<file path="src/logic/spr_pkg.sv">
// Constants shared by the serial port register set and its data FIFO
//
// How it works
// - Nine-bit modes load received ninth bit into flag
// - Control resets to zero, supports bit set/clear
// - Control at 98h with documented bit order
// - Address mask register at B9h, resets zero
// - Slave address register at A9h, resets zero
// - Data buffer at 99h, write sends, read receives
// - Framing detection sets error on invalid stop
// - Framing error sticky until software or reset
// - Framing detection moves receive flag to stop
// - Broadcast address is address OR mask
package spr_pkg;

  // ****************************************************************
  // Register addresses
  // ****************************************************************
  localparam logic [7:0] ADDR_CONTROL = 8'h98;
  localparam logic [7:0] ADDR_DATA = 8'h99;
  localparam logic [7:0] ADDR_SLAVE = 8'hA9;
  localparam logic [7:0] ADDR_MASK = 8'hB9;

  // ****************************************************************
  // Control register bit positions
  // ****************************************************************
  localparam int BIT_MODE0_ERR = 7;
  localparam int BIT_MODE1 = 6;
  localparam int BIT_MULTIPROC = 5;
  localparam int BIT_RX_ENABLE = 4;
  localparam int BIT_TX_NINTH = 3;
  localparam int BIT_RX_NINTH = 2;
  localparam int BIT_TX_DONE = 1;
  localparam int BIT_RX_DONE = 0;

  // ****************************************************************
  // Reset values
  // ****************************************************************
  localparam logic [7:0] RST_CONTROL = 8'h00;
  localparam logic [7:0] RST_DATA = 8'h00;
  localparam logic [7:0] RST_SLAVE = 8'h00;
  localparam logic [7:0] RST_MASK = 8'h00;

  // ****************************************************************
  // Port modes and transmit FIFO shape
  // ****************************************************************
  localparam logic [1:0] MODE_SHIFT = 2'h0;
  localparam int FIFO_WIDTH = 9;
  localparam int FIFO_DEPTH = 16;

endpackage

</file>
<file path="src/logic/spr_fifo.sv">
// Synchronous FIFO with valid/ready on both sides
`timescale 1ns/1ps
module spr_fifo #(
  parameter int WIDTH = 9,
  parameter int DEPTH = 16
) (
  input wire logic clock, // Core clock
  input wire logic rst_n, // Async reset, active low
  input wire logic inValid, // Source offers a word
  output logic inReady, // FIFO has room
  input wire logic [WIDTH-1:0] inData, // Word to store
  output logic outValid, // FIFO holds a word
  input wire logic outReady, // Sink takes the word
  output logic [WIDTH-1:0] outData // Oldest word
);
  localparam int PW = $clog2(DEPTH);

  logic [WIDTH-1:0] mem [DEPTH];
  logic [PW-1:0] wrPtr;
  logic [PW-1:0] rdPtr;
  logic [PW:0] count;
  logic [PW-1:0] next_wrPtr;
  logic [PW-1:0] next_rdPtr;
  logic [PW:0] next_count;
  logic push;
  logic pop;

  // Handshake and pointer arithmetic
  assign inReady = (count != DEPTH[PW:0]);
  assign outValid = (count != '0);
  assign outData = mem[rdPtr];
  assign push = inValid && inReady;
  assign pop = outValid && outReady;

  always_comb begin
    next_wrPtr = push ? PW'(wrPtr + 1'b1) : wrPtr;
    next_rdPtr = pop ? PW'(rdPtr + 1'b1) : rdPtr;
    next_count = count;
    if (push && !pop) begin
      next_count = (PW+1)'(count + 1'b1);
    end else if (pop && !push) begin
      next_count = (PW+1)'(count - 1'b1);
    end
  end

  // Pointer and occupancy registers
  always_ff @(posedge clock or negedge rst_n) begin
    if (!rst_n) begin
      wrPtr <= '0;
      rdPtr <= '0;
      count <= '0;
    end else begin
      wrPtr <= next_wrPtr;
      rdPtr <= next_rdPtr;
      count <= next_count;
    end
  end

  // Storage array, written only on accepted pushes
  always_ff @(posedge clock) begin
    if (push) begin
      mem[wrPtr] <= inData;
    end
  end
endmodule

</file>
<file path="src/logic/spr_serial_port.sv">
// Serial port register set with address recognition and transmit FIFO
`timescale 1ns/1ps
module spr_serial_port (
  input wire logic clock, // Core clock, 125 MHz
  input wire logic rst_n, // Async reset, active low
  input wire logic [7:0] sfrAddr, // Special-function register address
  input wire logic sfrWr, // Byte write strobe
  input wire logic [7:0] sfrWrData, // Byte write data
  input wire logic sfrRd, // Read strobe
  output logic [7:0] sfrRdData, // Read data, one cycle after strobe
  input wire logic sfrBitSet, // Set one control bit
  input wire logic sfrBitClr, // Clear one control bit
  input wire logic [2:0] sfrBitIdx, // Control bit index for set/clear
  input wire logic framingDetectSelect, // Framing detection enable
  output logic txBufReady, // Transmit FIFO can take a byte
  output logic txValid, // Frame word waiting for the shifter
  input wire logic txReady, // Shifter takes the word
  output logic [7:0] txData, // Byte to send
  output logic txNinth, // Ninth bit to send
  input wire logic txDone, // Pulse: transmit flag point reached
  input wire logic rxDataDone, // Pulse: last data bit received
  input wire logic [7:0] rxData, // Received byte
  input wire logic rxNinth, // Received ninth bit
  input wire logic rxStopDone, // Pulse: stop bit sampled
  input wire logic rxStopValid, // Stop bit level was valid
  output logic [1:0] portMode, // Mode bits to the shifters
  output logic rxEnable, // Receive enable to the shifter
  output logic framingError // Sticky framing error flag
);

  // ****************************************************************
  // Types and state
  // ****************************************************************
  typedef enum logic [1:0] {
    RX_IDLE = 2'b01,
    RX_WAIT_STOP = 2'b10
  } spr_rx_state_t;

  spr_rx_state_t rxState;
  spr_rx_state_t next_rxState;
  logic [7:0] control;
  logic frameErr;
  logic [7:0] rxBuf;
  logic [7:0] slaveAddress;
  logic [7:0] slaveMask;
  logic [7:0] holdData;
  logic holdNinth;
  logic [7:0] rdData;
  logic [7:0] next_control;
  logic next_frameErr;
  logic [7:0] next_rxBuf;
  logic [7:0] next_slaveAddress;
  logic [7:0] next_slaveMask;
  logic [7:0] next_holdData;
  logic next_holdNinth;
  logic [7:0] next_rdData;
  logic fifoPush;
  logic [8:0] fifoOut;
  logic nineBit;
  logic commit;
  logic [7:0] commitData;
  logic commitNinth;
  logic commitStop;
  logic checkStop;

  // ****************************************************************
  // Address recognition helpers
  // ****************************************************************
  // Given address: masked bits must equal the slave address
  function automatic logic givenMatch(input logic [7:0] d,
                                      input logic [7:0] a,
                                      input logic [7:0] m);
    givenMatch = (((d ^ a) & m) == 8'h00);
  endfunction

  // Broadcast: ones of address OR mask must be ones, zeros don't care
  function automatic logic broadcastMatch(input logic [7:0] d,
                                          input logic [7:0] a,
                                          input logic [7:0] m);
    logic [7:0] bc;
    bc = a | m;
    broadcastMatch = ((d & bc) == bc);
  endfunction

  // Control bit 7 reads as framing error or mode bit zero
  function automatic logic [7:0] controlView(input logic [7:0] c,
                                             input logic f,
                                             input logic sel);
    controlView = {sel ? f : c[spr_pkg::BIT_MODE0_ERR], c[6:0]};
  endfunction

  // ****************************************************************
  // Outputs
  // ****************************************************************
  assign portMode = {control[spr_pkg::BIT_MODE0_ERR],
                     control[spr_pkg::BIT_MODE1]};
  assign rxEnable = control[spr_pkg::BIT_RX_ENABLE];
  assign framingError = frameErr;
  assign nineBit = portMode[1];
  assign sfrRdData = rdData;
  assign txData = fifoOut[7:0];
  assign txNinth = fifoOut[8];

  // Data buffer writes queue the byte with the current ninth bit
  assign fifoPush = sfrWr && (sfrAddr == spr_pkg::ADDR_DATA);

  spr_fifo #(
    .WIDTH(spr_pkg::FIFO_WIDTH),
    .DEPTH(spr_pkg::FIFO_DEPTH)
  ) txFifo (
    .clock(clock),
    .rst_n(rst_n),
    .inValid(fifoPush),
    .inReady(txBufReady),
    .inData({control[spr_pkg::BIT_TX_NINTH], sfrWrData}),
    .outValid(txValid),
    .outReady(txReady),
    .outData(fifoOut)
  );

  // ****************************************************************
  // Receive frame sequencing
  // ****************************************************************
  // Chooses when a frame completes: data bit, or stop bit if checking
  always_comb begin
    next_rxState = rxState;
    next_holdData = holdData;
    next_holdNinth = holdNinth;
    commit = 1'b0;
    commitData = rxData;
    commitNinth = rxNinth;
    commitStop = 1'b1;
    checkStop = 1'b0;
    unique case (rxState)
      RX_IDLE: begin
        if (rxDataDone && rxEnable) begin
          if (framingDetectSelect && portMode != spr_pkg::MODE_SHIFT) begin
            next_holdData = rxData;
            next_holdNinth = rxNinth;
            next_rxState = RX_WAIT_STOP;
          end else begin
            commit = 1'b1;
          end
        end
      end
      RX_WAIT_STOP: begin
        if (rxDataDone) begin
          next_holdData = rxData;
          next_holdNinth = rxNinth;
        end else if (rxStopDone) begin
          commit = 1'b1;
          checkStop = 1'b1;
          commitData = holdData;
          commitNinth = holdNinth;
          commitStop = rxStopValid;
          next_rxState = RX_IDLE;
        end
      end
    endcase
  end

  // ****************************************************************
  // Register file next values
  // ****************************************************************
  // Software writes first, hardware events after so a set wins
  always_comb begin
    logic accept;
    logic addrOk;
    accept = 1'b0;
    addrOk = 1'b0;
    next_control = control;
    next_frameErr = frameErr;
    next_rxBuf = rxBuf;
    next_slaveAddress = slaveAddress;
    next_slaveMask = slaveMask;
    // Byte writes
    if (sfrWr) begin
      unique case (sfrAddr)
        spr_pkg::ADDR_CONTROL: begin
          next_control[6:0] = sfrWrData[6:0];
          if (framingDetectSelect) begin
            next_frameErr = sfrWrData[7];
          end else begin
            next_control[spr_pkg::BIT_MODE0_ERR] = sfrWrData[7];
          end
        end
        spr_pkg::ADDR_SLAVE: next_slaveAddress = sfrWrData;
        spr_pkg::ADDR_MASK: next_slaveMask = sfrWrData;
        default: ;
      endcase
    end
    // Single-bit set and clear on the control register
    if (sfrBitSet || sfrBitClr) begin
      if (sfrBitIdx == 3'h7 && framingDetectSelect) begin
        next_frameErr = sfrBitSet;
      end else begin
        next_control[sfrBitIdx] = sfrBitSet;
      end
    end
    // Transmit flag from the shifter
    if (txDone) begin
      next_control[spr_pkg::BIT_TX_DONE] = 1'b1;
    end
    // Framing check on the stop bit
    if (checkStop && !commitStop) begin
      next_frameErr = 1'b1;
    end
    // Frame acceptance: free buffer, multiprocessor filter
    addrOk = givenMatch(commitData, slaveAddress, slaveMask) ||
             broadcastMatch(commitData, slaveAddress, slaveMask);
    if (commit && !control[spr_pkg::BIT_RX_DONE]) begin
      if (!control[spr_pkg::BIT_MULTIPROC]) begin
        accept = 1'b1;
      end else if (nineBit) begin
        accept = commitNinth && addrOk;
      end else begin
        accept = commitStop;
      end
    end
    if (accept) begin
      next_rxBuf = commitData;
      next_control[spr_pkg::BIT_RX_DONE] = 1'b1;
      if (nineBit) begin
        next_control[spr_pkg::BIT_RX_NINTH] = commitNinth;
      end
    end
  end

  // Registered read data, unmapped addresses read zero
  always_comb begin
    next_rdData = rdData;
    if (sfrRd) begin
      unique case (sfrAddr)
        spr_pkg::ADDR_CONTROL:
          next_rdData = controlView(control, frameErr, framingDetectSelect);
        spr_pkg::ADDR_DATA: next_rdData = rxBuf;
        spr_pkg::ADDR_SLAVE: next_rdData = slaveAddress;
        spr_pkg::ADDR_MASK: next_rdData = slaveMask;
        default: next_rdData = 8'h00;
      endcase
    end
  end

  // ****************************************************************
  // State registers
  // ****************************************************************
  always_ff @(posedge clock or negedge rst_n) begin
    if (!rst_n) begin
      rxState <= RX_IDLE;
      control <= spr_pkg::RST_CONTROL;
      frameErr <= 1'b0;
      rxBuf <= spr_pkg::RST_DATA;
      slaveAddress <= spr_pkg::RST_SLAVE;
      slaveMask <= spr_pkg::RST_MASK;
      holdData <= 8'h00;
      holdNinth <= 1'b0;
      rdData <= 8'h00;
    end else begin
      rxState <= next_rxState;
      control <= next_control;
      frameErr <= next_frameErr;
      rxBuf <= next_rxBuf;
      slaveAddress <= next_slaveAddress;
      slaveMask <= next_slaveMask;
      holdData <= next_holdData;
      holdNinth <= next_holdNinth;
      rdData <= next_rdData;
    end
  end
endmodule

</file>
<file path="config.mk">
export PLATFORM = sky130hd
export DESIGN_NAME = spr_serial_port
export DESIGN_NICKNAME = d
export VERILOG_FILES = /design/src/logic/spr_pkg.sv /design/src/logic/spr_fifo.sv /design/src/logic/spr_serial_port.sv
export SDC_FILE = /design/constraint.sdc
export NUM_CORES = 1
export LEC_CHECK = 0
export ABC_CLOCK_PERIOD_IN_PS = 3920
export BUFFER_PORTS_ARGS = -buffer_cell sky130_fd_sc_hd__buf_2
export CAP_MARGIN = 30
export CORE_MARGIN = 2
export CORE_UTILIZATION = 45
export DETAILED_ROUTE_END_ITERATION = 10
export PLACE_DENSITY = 0.7
export SLEW_MARGIN = 20
export SYNTH_ARGS = -nofsm -noshare
export SYNTH_HDL_FRONTEND = slang
export SYNTH_SLANG_ARGS = --single-unit
export TNS_END_PERCENT = 1
</file>
<file path="constraint.sdc">
create_clock -name clock -period 3.92 [get_ports clock]
set_input_delay 0.588 -clock clock [delete_from_list [all_inputs] [get_ports clock]]
set_output_delay 0.588 -clock clock [all_outputs]
set_load 0.005 [all_outputs]
</file>
# --- Word-level counts from Yosys, hierarchy flattened ---
# Memories as Yosys holds them, arrays and structs flattened.
# Index checks and enable logic that the tools add are counted.
word_totals:
  ff_bits: 65
  elab_cells: 118
  ram_bits: 144
  memories: 1
  output_inout_bits: 23
  rom_bits: 0
  latch_bits: 0
memory_table:
  columns: ["memory", "depth", "word_bits", "rd", "rd_ports_with_merged_regs", "write_ports", "line_no", "text"]
  rows:
  - ["txFifo.mem", 16, 9, 1, 0, 1, "spr_fifo.sv:18", "logic [WIDTH-1:0] mem [DEPTH];"]
classes:
  add_sub_neg: 4
  mux: 55
  magnitude_cmp: 2
  n_reduce_logical: 26
  shift: 0
  mul: 0
  n_bitwise: 4
  div: 0
  eq_ne: 14
op_table:
  columns: ["cell", "n"]
  rows:
  - ["two-way mux 8 bit", 10]
  - ["equality test 8 bit (second input constant)", 4]
  - ["two-way mux 1 bit", 32]
  - ["case mux 8 bit (4 select lines)", 1]
  - ["bitwise AND 8 bit", 2]
  - ["case mux 8 bit (2 select lines)", 1]
  - ["logical AND 1 bit", 12]
  - ["two-way mux 5 bit", 2]
  - ["inequality test 2 bit (second input constant)", 5]
  - ["adder 4 x 1 -> 4 bit (second input constant)", 2]
  - ["bitwise mux 8 bit", 1]
  - ["equality test 8 bit", 1]
  - ["logical NOT 8 bit", 1]
  - ["two-way mux 2 bit", 4]
  - ["OR 8 bit", 1]
  - ["bitwise XOR 8 bit", 1]
  - ["adder 5 x 1 -> 5 bit (second input constant)", 1]
  - ["inequality test 5 bit (second input constant)", 1]
  - ["nonzero test 5 bit", 1]
  - ["subtractor 5 x 1 -> 5 bit (second input constant)", 1]
  - ["logical NOT 1 bit", 4]
  - ["< comparator 3 x 4 -> 1 bit (second input constant)", 1]
  - ["case mux 1 bit (2 select lines)", 2]
  - ["case mux 2 bit (2 select lines)", 1]
  - ["10 further kinds", 13]

# --- Logic depth before layout (Yosys ltp) ---
# Gate-level depths: netlist of the first run.
logic_depth:
  depth_word: 12
  depth_mapped: 14

# --- Hierarchy ---
# From an unflattened synthesis of the first run, not the netlist that was laid out.
hier_totals:
  hier_cells: 650
  hier_area_um2: 9437.8
by_module_without_submodules:
  columns: ["module", "cells_each", "seq_area_each_um2", "n_inst", "area_each_um2"]
  rows:
  - ["spr_fifo", 345, 4649.5, 1, 6429.9]
  - ["spr_serial_port", 305, 1302.5, 1, 3007.9]

# --- Worst setup path before layout of the first run ---
# Ideal clock, no wire load.
synth_path:
  path_kind: "input port to flip-flop"
  start: "input port sfrAddr[1]"
  end: "register txFifo.count[4]"
  path_buffers: 2
  t_arrival_ns: 3.081
  setup_ns: 0.125
  required_ns: 3.795
  setup_slack_ns: 0.714
  cell_stages: 14
  path_cell_list: "nor4b_1 -> and2_1 -> and3_1 -> clkbuf_2 -> and3_1 -> buf_2 -> ha_1 -> inv_1 -> fa_1 -> a21o_1 -> a21oi_1 -> xnor2_1 -> nor2_1 -> xor2_1"
synth_between:
  elab_chain_cells: 6
synth_rtl:
  columns: ["element", "line_no", "text"]
  rows:
  - ["from (decl)", "spr_serial_port.sv:6", "input wire logic [7:0] sfrAddr,"]
  - ["equality test 8 bit *", "spr_serial_port.sv:105", "assign fifoPush = sfrWr && (sfrAddr == spr_pkg::ADDR_DATA);"]
  - ["logical AND 1 bit *", "spr_serial_port.sv:105", null]
  - ["logical AND 1 bit *", "spr_fifo.sv:32", "assign push = inValid && inReady;"]
  - ["via txFifo.push", "spr_fifo.sv:25", "logic push;"]
  - ["logical NOT 1 bit", "spr_fifo.sv:41", "end else if (pop && !push) begin"]
  - ["logical AND 1 bit", "spr_fifo.sv:41", null]
  - ["nonzero test 2 bit (no source line)", null, null]
  - ["to (signal assigned)", "spr_fifo.sv:55", "count <= next_count;"]
  - ["to (decl)", "spr_fifo.sv:21", "logic [PW:0] count;"]
# Mark *: on every way through the listed nets, which the timed path passes. The rest lies on a longest branch.
# A chain may end at the register's enable or synchronous reset.

# --- Final worst setup path of the first run ---
layout_path:
  start: "register txFifo.rdPtr[0]"
  end: "output port txData[4]"
layout_between:
  elab_chain_cells: 1
layout_rtl:
  columns: ["element", "line_no", "text"]
  rows:
  - ["from (decl)", "spr_fifo.sv:20", "logic [PW-1:0] rdPtr;"]
  - ["from (signal assigned)", "spr_fifo.sv:54", "rdPtr <= next_rdPtr;"]
  - ["memory read (16 x 9 bit)", null, null]
  - ["to (decl)", "spr_serial_port.sv:18", "output logic [7:0] txData,"]
# Every way passes these cells.

==> results.py, run 1 <==
metrics = {
    "route": {
        "wl_per_cell_um": 23.12,
        "final_antenna_net_count": 0,
        "wirelength_mm": 23.28,
        "avgViaCountPerCell": 6.037,
        "dr.pass1.iters": 5,
        "drtIter0Drc": 454,
        "drc": 0,
        "dr_total_vias": 6079,
    },
    "place": {
        "hpwl_mm": 16.08,
        "io_buffer_count": 62,
        "place_congestion": 0.9008,
        "pre_cts_ws_ns": 0.3788,
    },
    "cts": {
        "cts-buffers-inserted": 23,
        "clock-sinks": 209,
        "cts_tree": "yes",
        "htreeDepth": 1,
        "post_cts_buffers": 0,
        "clk-insertion-delay-late_ns": 0.52,
        "clk_path_buf_depth": 3,
        "clkTransAtPathRegs_ns": 0.06,
        "cts-root-buf": "clkbuf_16",
        "cts.repair.resized": 0,
        "cts_hold_buffers": 0,
    },
    "status": {
        "status": "finished clean",
    },
    "yosys": {
        "postSynthCellCount": 640,
        "ys_seq_elements": 209,
        "syn_nets": 690,
        "yosys-top-cells-count": "edfxtp_1 (144), dfrtp_1 (64), mux4_2 (45)",
        "synthAdderAreaFrac_pct": 1.383,
        "synth_flop_cell": "edfxtp_1",
        "synth_top_family_by_area": "multiplexers",
        "synthXorXnorAreaFrac_pct": 1.553,
        "yosys_warnings": 0,
        "yosys-top-cells-area": "edfxtp_1 (45%), dfrtp_1 (17%), mux4_2 (11%)",
        "synth_top_area_cell": "edfxtp_1",
        "synth-compound-area-share_pct": 7.844,
        "yosysSeqAreaShare_pct": 62.09,
        "muxShareOfSynthArea_pct": 15.62,
        "ys_types": 59,
        "syn_avg_cell_area_um2": 14.98,
        "async_reset_ff_share_pct": 31.10,
        "synthSimpleGateAreaFrac_pct": 9.097,
        "synth_edf_count": 144,
        "syn_area_um2": 9587,
        "synthMostInstantiatedCell": "edfxtp_1",
        "synth_top_area_share_pct": 45.11,
    },
    "power_and_ir_drop": {
        "ir_drop_mv": 0.3005,
        "p_leak_uw": 0.003912,
        "finalPower_uw": 6360,
        "powerDensity_nw_per_um2": 580.0,
    },
    "critical_path": {
        "regToRegSetupSlack_ns": 0.91,
        "crit_fanout": 16,
        "endpoint_kind": "output port",
        "reg2reg_depth": 12,
        "arrival_ns": 2.75,
        "start_kind": "flop",
        "cp.required_ns": 3.33,
        "crit_type": "flop to output port",
    },
    "floorplan": {
        "die-area_um2": 22490,
        "rows": 53,
        "core_um2": 20960,
        "fp.dieH_um": 150.0,
        "start_util_pct": 45.75,
        "ios": 63,
        "die_w_um": 150.0,
    },
    "global_routing": {
        "grt-ovfl-total": 0,
        "grt_use_met1_pct": 27.43,
        "use_met2_pct": 37.03,
        "grt_max_degree": 36,
        "grt_pass1_vias": 6228,
        "antenna_found_initial": 1,
        "grt-busiest-layer": "met2",
        "grt_first_pass_wirelength_mm": 36.24,
        "grt_use_met3_pct": 3.140,
        "track_usage_pct": 21.24,
    },
    "timing": {
        "rsz0062_at_grt": "false",
        "period_share_pct": 85.04,
        "skew_ns": 0.01031,
        "timing.fmax_mhz": 300.0,
        "worst_slack_ns": 0.5862,
        "fin_crit_ns": 3.334,
        "drv_slew": 0,
        "slew_headroom_pct": 42.88,
        "worst_pin_slew_ns": 0.8536,
        "finalHoldViolCount": 0,
        "setup_tns_ns": 0,
        "setup_viol": 0,
    },
    "hold_path": {
        "hold_path_class": "input port to asynchronous set/reset pin",
    },
    "cells_and_area": {
        "antenna_cells": 0,
        "fin_nets": 765,
        "drive_gt1_share_pct": 27.05,
        "fillers": 1737,
        "area_growth_pct": 14.38,
    },
    "job": {
        "cap_violations": 0,
    },
}
[path summary, 6_finish.rpt]
kind | start | endpoint
setup / recovery | txFifo.rdPtr[0] | txData[4]
hold / removal | rst_n | rxBuf[7]
setup reg to reg | txFifo.count[0] | txFifo.count[4]
hold reg to reg | txFifo.count[4] | txFifo.count[4]
max in group asynchronous | rst_n | txFifo.rdPtr[0]
min in group clock | txDone | control[1]
[layer usage]
metal	vias to the layer above	routed length, µm
met1	3118	9466
met4	2	656
met5	-	19
met2	222	11950
met3	54	1194
li1	2683	-
[metrics by stage]
step | util, % | hold WS (ns) | instances | cell area [µm²]
detailed placement | 48.85 | 0.4848 | 965 | 10240
finish | 52.33 | 0.1835 | 1007 | 10970
floorplan | - | 0.2924 | 640 | 9587
CTS | 52.33 | 0.1866 | 1007 | 10970
global placement | 48.85 | 0.4746 | 965 | 10240
global route | 52.33 | 0.2298 | 1007 | 10970
[cell type report]
type | instances | area [µm²] | area share, %
well taps | 275 | 344.1 | 3.138
flip-flops and latches | 209 | 5953 | 54.29
repair buffers | 83 | 480.5 | 4.382
inverters | 15 | 56.30 | 0.5135
clock buffers | 32 | 630.6 | 5.751
clock inverters | 10 | 97.59 | 0.8900
multi-input cells | 383 | 3403 | 31.04
[placed cells by master, fill, tap and decap left out, types with 16 or more instances in the layout]
cell | netlist | routed
edfxtp_1 | 144 | 144
dfrtp_1 | 64 | 63
buf_2 | 7 | 62
mux4_2 | 45 | 45
nand2_1 | 38 | 38
nor2_1 | 34 | 34
mux2_2 | 27 | 27
clkbuf_16 | 0 | 24
buf_4 | 5 | 20
mux2i_1 | 18 | 18
o211ai_1 | 17 | 17
o22ai_1 | 16 | 16
[worst max-delay path: stages, from the launching register on]
cell	delay [ns]
dfrtp_2	0.72
buf_4	0.31
mux4_2	0.53
mux4_2	0.50
buf_2	0.15
[report_power, final]
part	total [µW]	internal, µW	switching, µW
Combinational	1510	811	703
Clock	2060	1210	859
Sequential	2780	2510	269
[cells by family (layout without fill, tap and decap cells)]
family          Yosys count  count (layout)
compound gates          106             106
mux                      90              90
fa+ha+maj                10              10
simple gates            160             160
flops                   209             209
buf+inv                  48             140
xor+xnor                 17              17
[flip-flops by register name (all words and copies together) (netlist names), 2 cells and up]
| register | flops |
|---|---|
| slaveMask | 8 |
| rxState | 2 |
| txFifo.wrPtr | 4 |
| sfrRdData | 8 |
| slaveAddress | 8 |
| txFifo.count | 5 |
| txFifo.mem | 144 |
| holdData | 8 |
| control | 8 |
| txFifo.rdPtr | 4 |
| rxBuf | 8 |
Note: power is estimated with default switching activity, not from simulation.
==> inputs of run 2 (changes only) <==
--- a/config.mk
+++ b/config.mk
@@ -5,13 +5,13 @@
 export SDC_FILE = /design/constraint.sdc
 export NUM_CORES = 1
 export LEC_CHECK = 0
-export ABC_CLOCK_PERIOD_IN_PS = 3920
+export ABC_CLOCK_PERIOD_IN_PS = 3300
 export BUFFER_PORTS_ARGS = -buffer_cell sky130_fd_sc_hd__buf_2
 export CAP_MARGIN = 30
 export CORE_MARGIN = 2
 export CORE_UTILIZATION = 45
 export DETAILED_ROUTE_END_ITERATION = 10
-export PLACE_DENSITY = 0.7
+export PLACE_DENSITY = 0.65
 export SLEW_MARGIN = 20
 export SYNTH_ARGS = -nofsm -noshare
 export SYNTH_HDL_FRONTEND = slang
==> constraint.sdc (replaced) <==
create_clock -name clock -period 3.3 [get_ports clock]
set_input_delay 0.495 -clock clock [delete_from_list [all_inputs] [get_ports clock]]
set_output_delay 0.495 -clock clock [all_outputs]
set_load 0.005 [all_outputs]
==> run 2 against run 1 <==
  * Clock power is 29% higher
  * Sequential power is 19% higher
  * Via count is 0.69% higher
  * Combinational power is 16% higher
  * Clock skew is 0.0020 ns higher
  * Sequential share of layout area is 0.69 points lower
  * Core utilization is 0.67 points higher
  * Setup slack worse by 0.31 ns
  * Cell count is 0.89% higher
  * Routed wire length is 2.7% lower
  * Critical path type unchanged
  * Largest power group unchanged
  * Highest routed layer is now met4
==> results.py, run 2 (synthesis results as in run 1) <==
metrics = {
    "status": {
        "status": "finished clean",
    },
    "place": {
        "place_congestion": 0.8662,
        "place_area_um2": 10320,
        "io_buffer_count": 62,
        "hpwl_mm": 15.83,
        "pre_cts_ws_ns": 0.05619,
    },
    "floorplan": {
        "core_um2": 20960,
        "die_w_um": 150.0,
        "start_util_pct": 45.75,
        "rows": 53,
        "die-area_um2": 22490,
        "fp.dieH_um": 150.0,
        "ios": 63,
    },
    "timing": {
        "period_share_pct": 91.58,
        "worst_pin_slew_ns": 0.8991,
        "skew_ns": 0.01232,
        "timing.fmax_mhz": 330.9,
        "drv_slew": 0,
        "fin_crit_ns": 3.022,
        "setup_viol": 0,
        "rsz0062_at_grt": "false",
        "worst_slack_ns": 0.2779,
        "setup_tns_ns": 0,
        "slew_headroom_pct": 40.06,
        "finalHoldViolCount": 0,
    },
    "cells_and_area": {
        "antenna_cells": 0,
        "layout_commonest_cell": "edfxtp_1",
        "fin_nets": 775,
        "drive_gt1_share_pct": 27.67,
        "area_growth_pct": 15.84,
        "regMostFlops": "txFifo.mem",
        "largest_reg_flops": 144,
        "final_area_um2": 11110,
        "final_cell_mix": "edfxtp_1 (144), dfrtp_1 (63), buf_2 (62), mux4_2 (45), nand2_1 (38)",
    },
    "global_routing": {
        "antenna_found_initial": 0,
        "grt_pass1_vias": 6198,
        "track_usage_pct": 20.73,
        "grt-ovfl-total": 0,
        "grt_max_degree": 36,
        "grt_first_pass_wirelength_mm": 35.45,
    },
    "power_and_ir_drop": {
        "finalPower_uw": 7707,
        "p_leak_uw": 0.003999,
        "powerDensity_nw_per_um2": 694.0,
        "ir_drop_mv": 0.3875,
    },
    "cts": {
        "cts.repair.resized": 0,
        "clkTransAtPathRegs_ns": 0.06,
        "cts-root-buf": "clkbuf_16",
        "clk-insertion-delay-late_ns": 0.51,
        "cts-buffers-inserted": 23,
        "clock-sinks": 209,
        "clk_path_buf_depth": 3,
        "cts_hold_buffers": 0,
        "htreeDepth": 1,
        "cts_tree": "yes",
        "post_cts_buffers": 0,
    },
    "critical_path": {
        "slowest_stage": "mux4_2",
        "endpoint_kind": "output port",
        "cp_cell_sequence": "buf_12, mux4_2, mux4_2, buf_2",
        "crit_type": "flop to output port",
        "cp.required_ns": 2.80,
        "arrival_ns": 2.53,
        "start_kind": "flop",
        "reg2reg_depth": 12,
        "crit_fanout": 27,
        "worstSetupStartpoint": "txFifo.rdPtr[0]",
        "slowest_delay_ns": 0.58,
        "rr_startpoint": "txFifo.count[0]",
        "path_common_cell": "mux4_2",
    },
    "route": {
        "dr_total_vias": 6121,
        "wl_per_cell_um": 22.29,
        "wirelength_mm": 22.65,
        "dr.pass1.iters": 5,
        "final_antenna_net_count": 0,
        "drc": 0,
        "avgViaCountPerCell": 6.025,
        "drtIter0Drc": 511,
    },
    "hold_path": {
        "hold_path_class": "input port to asynchronous set/reset pin",
    },
    "job": {
        "cap_violations": 0,
    },
}
[run 2: cell types whose count changed in the layout (fill, tap and decap cells not counted), sizes merged]
| cell | previous run | this run |
|---|---|---|
| buf | 83 | 93 |
| inv | 17 | 16 |
| bufinv | 1 | 5 |
| clkinvlp | 2 | 0 |
| clkinv | 5 | 7 |
| clkbuf | 32 | 28 |
[run 2: layout make-up]
| class | instances | area (µm²) |
|---|---|---|
| flip-flops and latches | 209 | 5953 |
| clock buffers | 28 | 594.3 |
| fillers | 1754 | 9849 |
| multi-input cells | 383 | 3403 |
| clock inverters | 13 | 186.4 |
| inverters | 15 | 56.30 |
| repair buffers | 93 | 568.0 |
| well taps | 275 | 344.1 |
[run 2: worst paths after layout]
path                                   end  slack (ns)
min                           framingError        0.11
max in group asynchronous       rxState[0]        2.31
max reg2reg                txFifo.count[4]        0.43
max                                txNinth        0.28
min reg2reg                txFifo.count[4]        0.51
min in group clock              control[1]        0.21
[run 2: through the flow]
step	utilization, %	instances	hold WS, ns
6_report	53.00	1016	0.1101
5_1_grt	53.00	1016	0.1627
4_1_cts	53.00	1016	0.1287
3_5_place_dp	49.27	975	0.4983
3_3_place_gp	49.27	975	0.4802
2_1_floorplan	-	640	0.1994
[run 2: critical path, delay by kind of cell, from the launching register on]
family | cells | cell delay (ns)
buffers and inverters | 2 | 0.43
multiplexers | 2 | 1.08
flip-flops | 1 | 0.50
[run 2: per-layer routing]
layer	part of all wire [%]	global-route usage, %	up-vias
met5	0	0	-
met4	2.6	5.613	0
met3	5.5	2.713	45
met2	50	36.05	233
met1	41	27.55	3137
li1	-	-	2706
[run 2: power breakdown]
part	internal, µW	switching (µW)	total (µW)
Clock	1670	986	2650
Combinational	969	785	1750
Sequential	2990	316	3300
==> inputs of run 3 (changes only) <==
--- a/config.mk
+++ b/config.mk
@@ -11,6 +11,7 @@
 export CORE_MARGIN = 2
 export CORE_UTILIZATION = 45
 export DETAILED_ROUTE_END_ITERATION = 10
+export MAX_ROUTING_LAYER = met4
 export PLACE_DENSITY = 0.65
 export SLEW_MARGIN = 20
 export SYNTH_ARGS = -nofsm -noshare
==> run 3 against run 2 <==
  * Cell area did not move
  * Combinational power about the same
  * Clock power barely moved
  * Via count down 1.4%
  * Register-to-register slack barely moved
  * Core utilization is the same
==> results.py, run 3 (synthesis results as in run 1) <==
metrics = {
    "floorplan": {
        "rows": 53,
        "start_util_pct": 45.75,
        "die_w_um": 150.0,
        "core_um2": 20960,
        "fp.dieH_um": 150.0,
        "die-area_um2": 22490,
        "ios": 63,
    },
    "cts": {
        "cts_hold_buffers": 0,
        "cts_tree": "yes",
        "cts-buffers-inserted": 23,
        "cts-root-buf": "clkbuf_16",
        "cts.repair.resized": 0,
        "clk_path_buf_depth": 3,
        "htreeDepth": 1,
        "post_cts_buffers": 0,
        "clk-insertion-delay-late_ns": 0.51,
        "clkTransAtPathRegs_ns": 0.06,
        "clock-sinks": 209,
    },
    "job": {
        "cap_violations": 0,
    },
    "status": {
        "status": "finished clean",
    },
    "cells_and_area": {
        "fillers": 1754,
        "regMostFlops": "txFifo.mem",
        "layout_commonest_cell": "edfxtp_1",
        "largest_reg_flops": 144,
        "fin_nets": 775,
        "final_cell_mix": "edfxtp_1 (144), dfrtp_1 (63), buf_2 (62), mux4_2 (45), nand2_1 (38)",
        "antenna_cells": 0,
        "area_growth_pct": 15.84,
        "drive_gt1_share_pct": 27.67,
    },
    "timing": {
        "setup_viol": 0,
        "worst_slack_ns": 0.2688,
        "period_share_pct": 91.86,
        "finalHoldViolCount": 0,
        "setup_tns_ns": 0,
        "worst_pin_slew_ns": 0.8790,
        "timing.fmax_mhz": 329.9,
        "skew_ns": 0.01172,
        "drv_slew": 0,
        "fin_crit_ns": 3.031,
        "slew_headroom_pct": 41.40,
        "rsz0062_at_grt": "false",
    },
    "power_and_ir_drop": {
        "powerDensity_nw_per_um2": 693.7,
        "clkPwrFrac_pct": 34.4,
        "p_leak_uw": 0.003999,
        "power.switching_uw": 2084,
        "power_frac_comb_pct": 22.7,
        "ir_drop_mv": 0.3881,
        "swShare_pct": 27.05,
        "power.internal_uw": 5620,
        "power_frac_seq_pct": 42.9,
    },
    "critical_path": {
        "crit_fanout": 27,
        "arrival_ns": 2.54,
        "crit_type": "flop to output port",
        "cp.required_ns": 2.80,
        "endpoint_kind": "output port",
        "start_kind": "flop",
    },
    "place": {
        "pre_cts_ws_ns": 0.05619,
        "place_congestion": 0.8803,
        "io_buffer_count": 62,
        "hpwl_mm": 15.83,
    },
    "route": {
        "drtIter0Drc": 543,
        "wirelength_mm": 22.59,
        "drc": 0,
        "dr_total_vias": 6033,
        "wl_per_cell_um": 22.23,
        "dr.pass1.iters": 5,
        "avgViaCountPerCell": 5.938,
        "final_antenna_net_count": 0,
    },
    "global_routing": {
        "grt_first_pass_wirelength_mm": 35.40,
        "grt-ovfl-total": 0,
        "antenna_found_initial": 0,
        "track_usage_pct": 21.31,
        "grt_pass1_vias": 6207,
        "grt_max_degree": 36,
    },
    "hold_path": {
        "hold_path_class": "input port to asynchronous set/reset pin",
    },
}
run 3: path summary, 6_finish.rpt:
kind / startpoint / end / slack (ns) / cells after the start
max in group asynchronous: rst_n / rxState[0] / 2.32 / 2
max reg2reg: txFifo.count[0] / txFifo.count[4] / 0.44 / 12
max: txFifo.rdPtr[0] / txNinth / 0.27 / 4
min: rst_n / framingError / 0.11 / 1
min in group clock: txDone / control[1] / 0.21 / 3
min reg2reg: txFifo.count[4] / txFifo.count[4] / 0.51 / 1
run 3: layout make-up:
cell class,instances,area [µm²],share of cell area (%)
Clock buffer,28,594.3,5.351
Clock inverter,13,186.4,1.679
Inverter,15,56.30,0.5070
Multi-Input combinational cell,383,3403,30.64
Sequential cell,209,5953,53.60
Tap cell,275,344.1,3.098
Timing Repair Buffer,93,568.0,5.115
run 3: power by group through the flow:
stage / Sequential, µW / Combinational, µW / Clock [µW]
after global routing: 3340 / 1910 / 2780
after detailed placement: 3360 / 1770 / 0
after floorplan: 3160 / 1350 / 0
after CTS: 3300 / 1780 / 2700
final: 3300 / 1750 / 2650
after global placement: 3340 / 1730 / 0
run 3: metal layers:
metal | share of wire (%) | routed length (µm) | vias to the layer above | GRT usage [%]
li1 | - | - | 2711 | -
met1 | 40 | 9138 | 3035 | 27.36
met2 | 50 | 11400 | 243 | 36.16
met3 | 6.4 | 1452 | 44 | 2.683
met4 | 2.6 | 597 | 0 | 5.613
met5 | 0 | 0 | - | -
run 3: per-stage QoR:
step,area [µm²],instances,hold slack (ns),util (%),total power [µW]
after floorplan,9587,640,0.1994,-,4515
after global placement,10320,975,0.4802,49.27,5063
after detailed placement,10320,975,0.4983,49.27,5130
after CTS,11110,1016,0.1287,53.00,7783
after global routing,11110,1016,0.1627,53.00,8038
final,11110,1016,0.1059,53.00,7705
run 3: critical path, stage by stage, from the launching register on:
cell	delay, ns
dfrtp_2	0.50
buf_12	0.27
mux4_2	0.59
mux4_2	0.50
buf_2	0.15
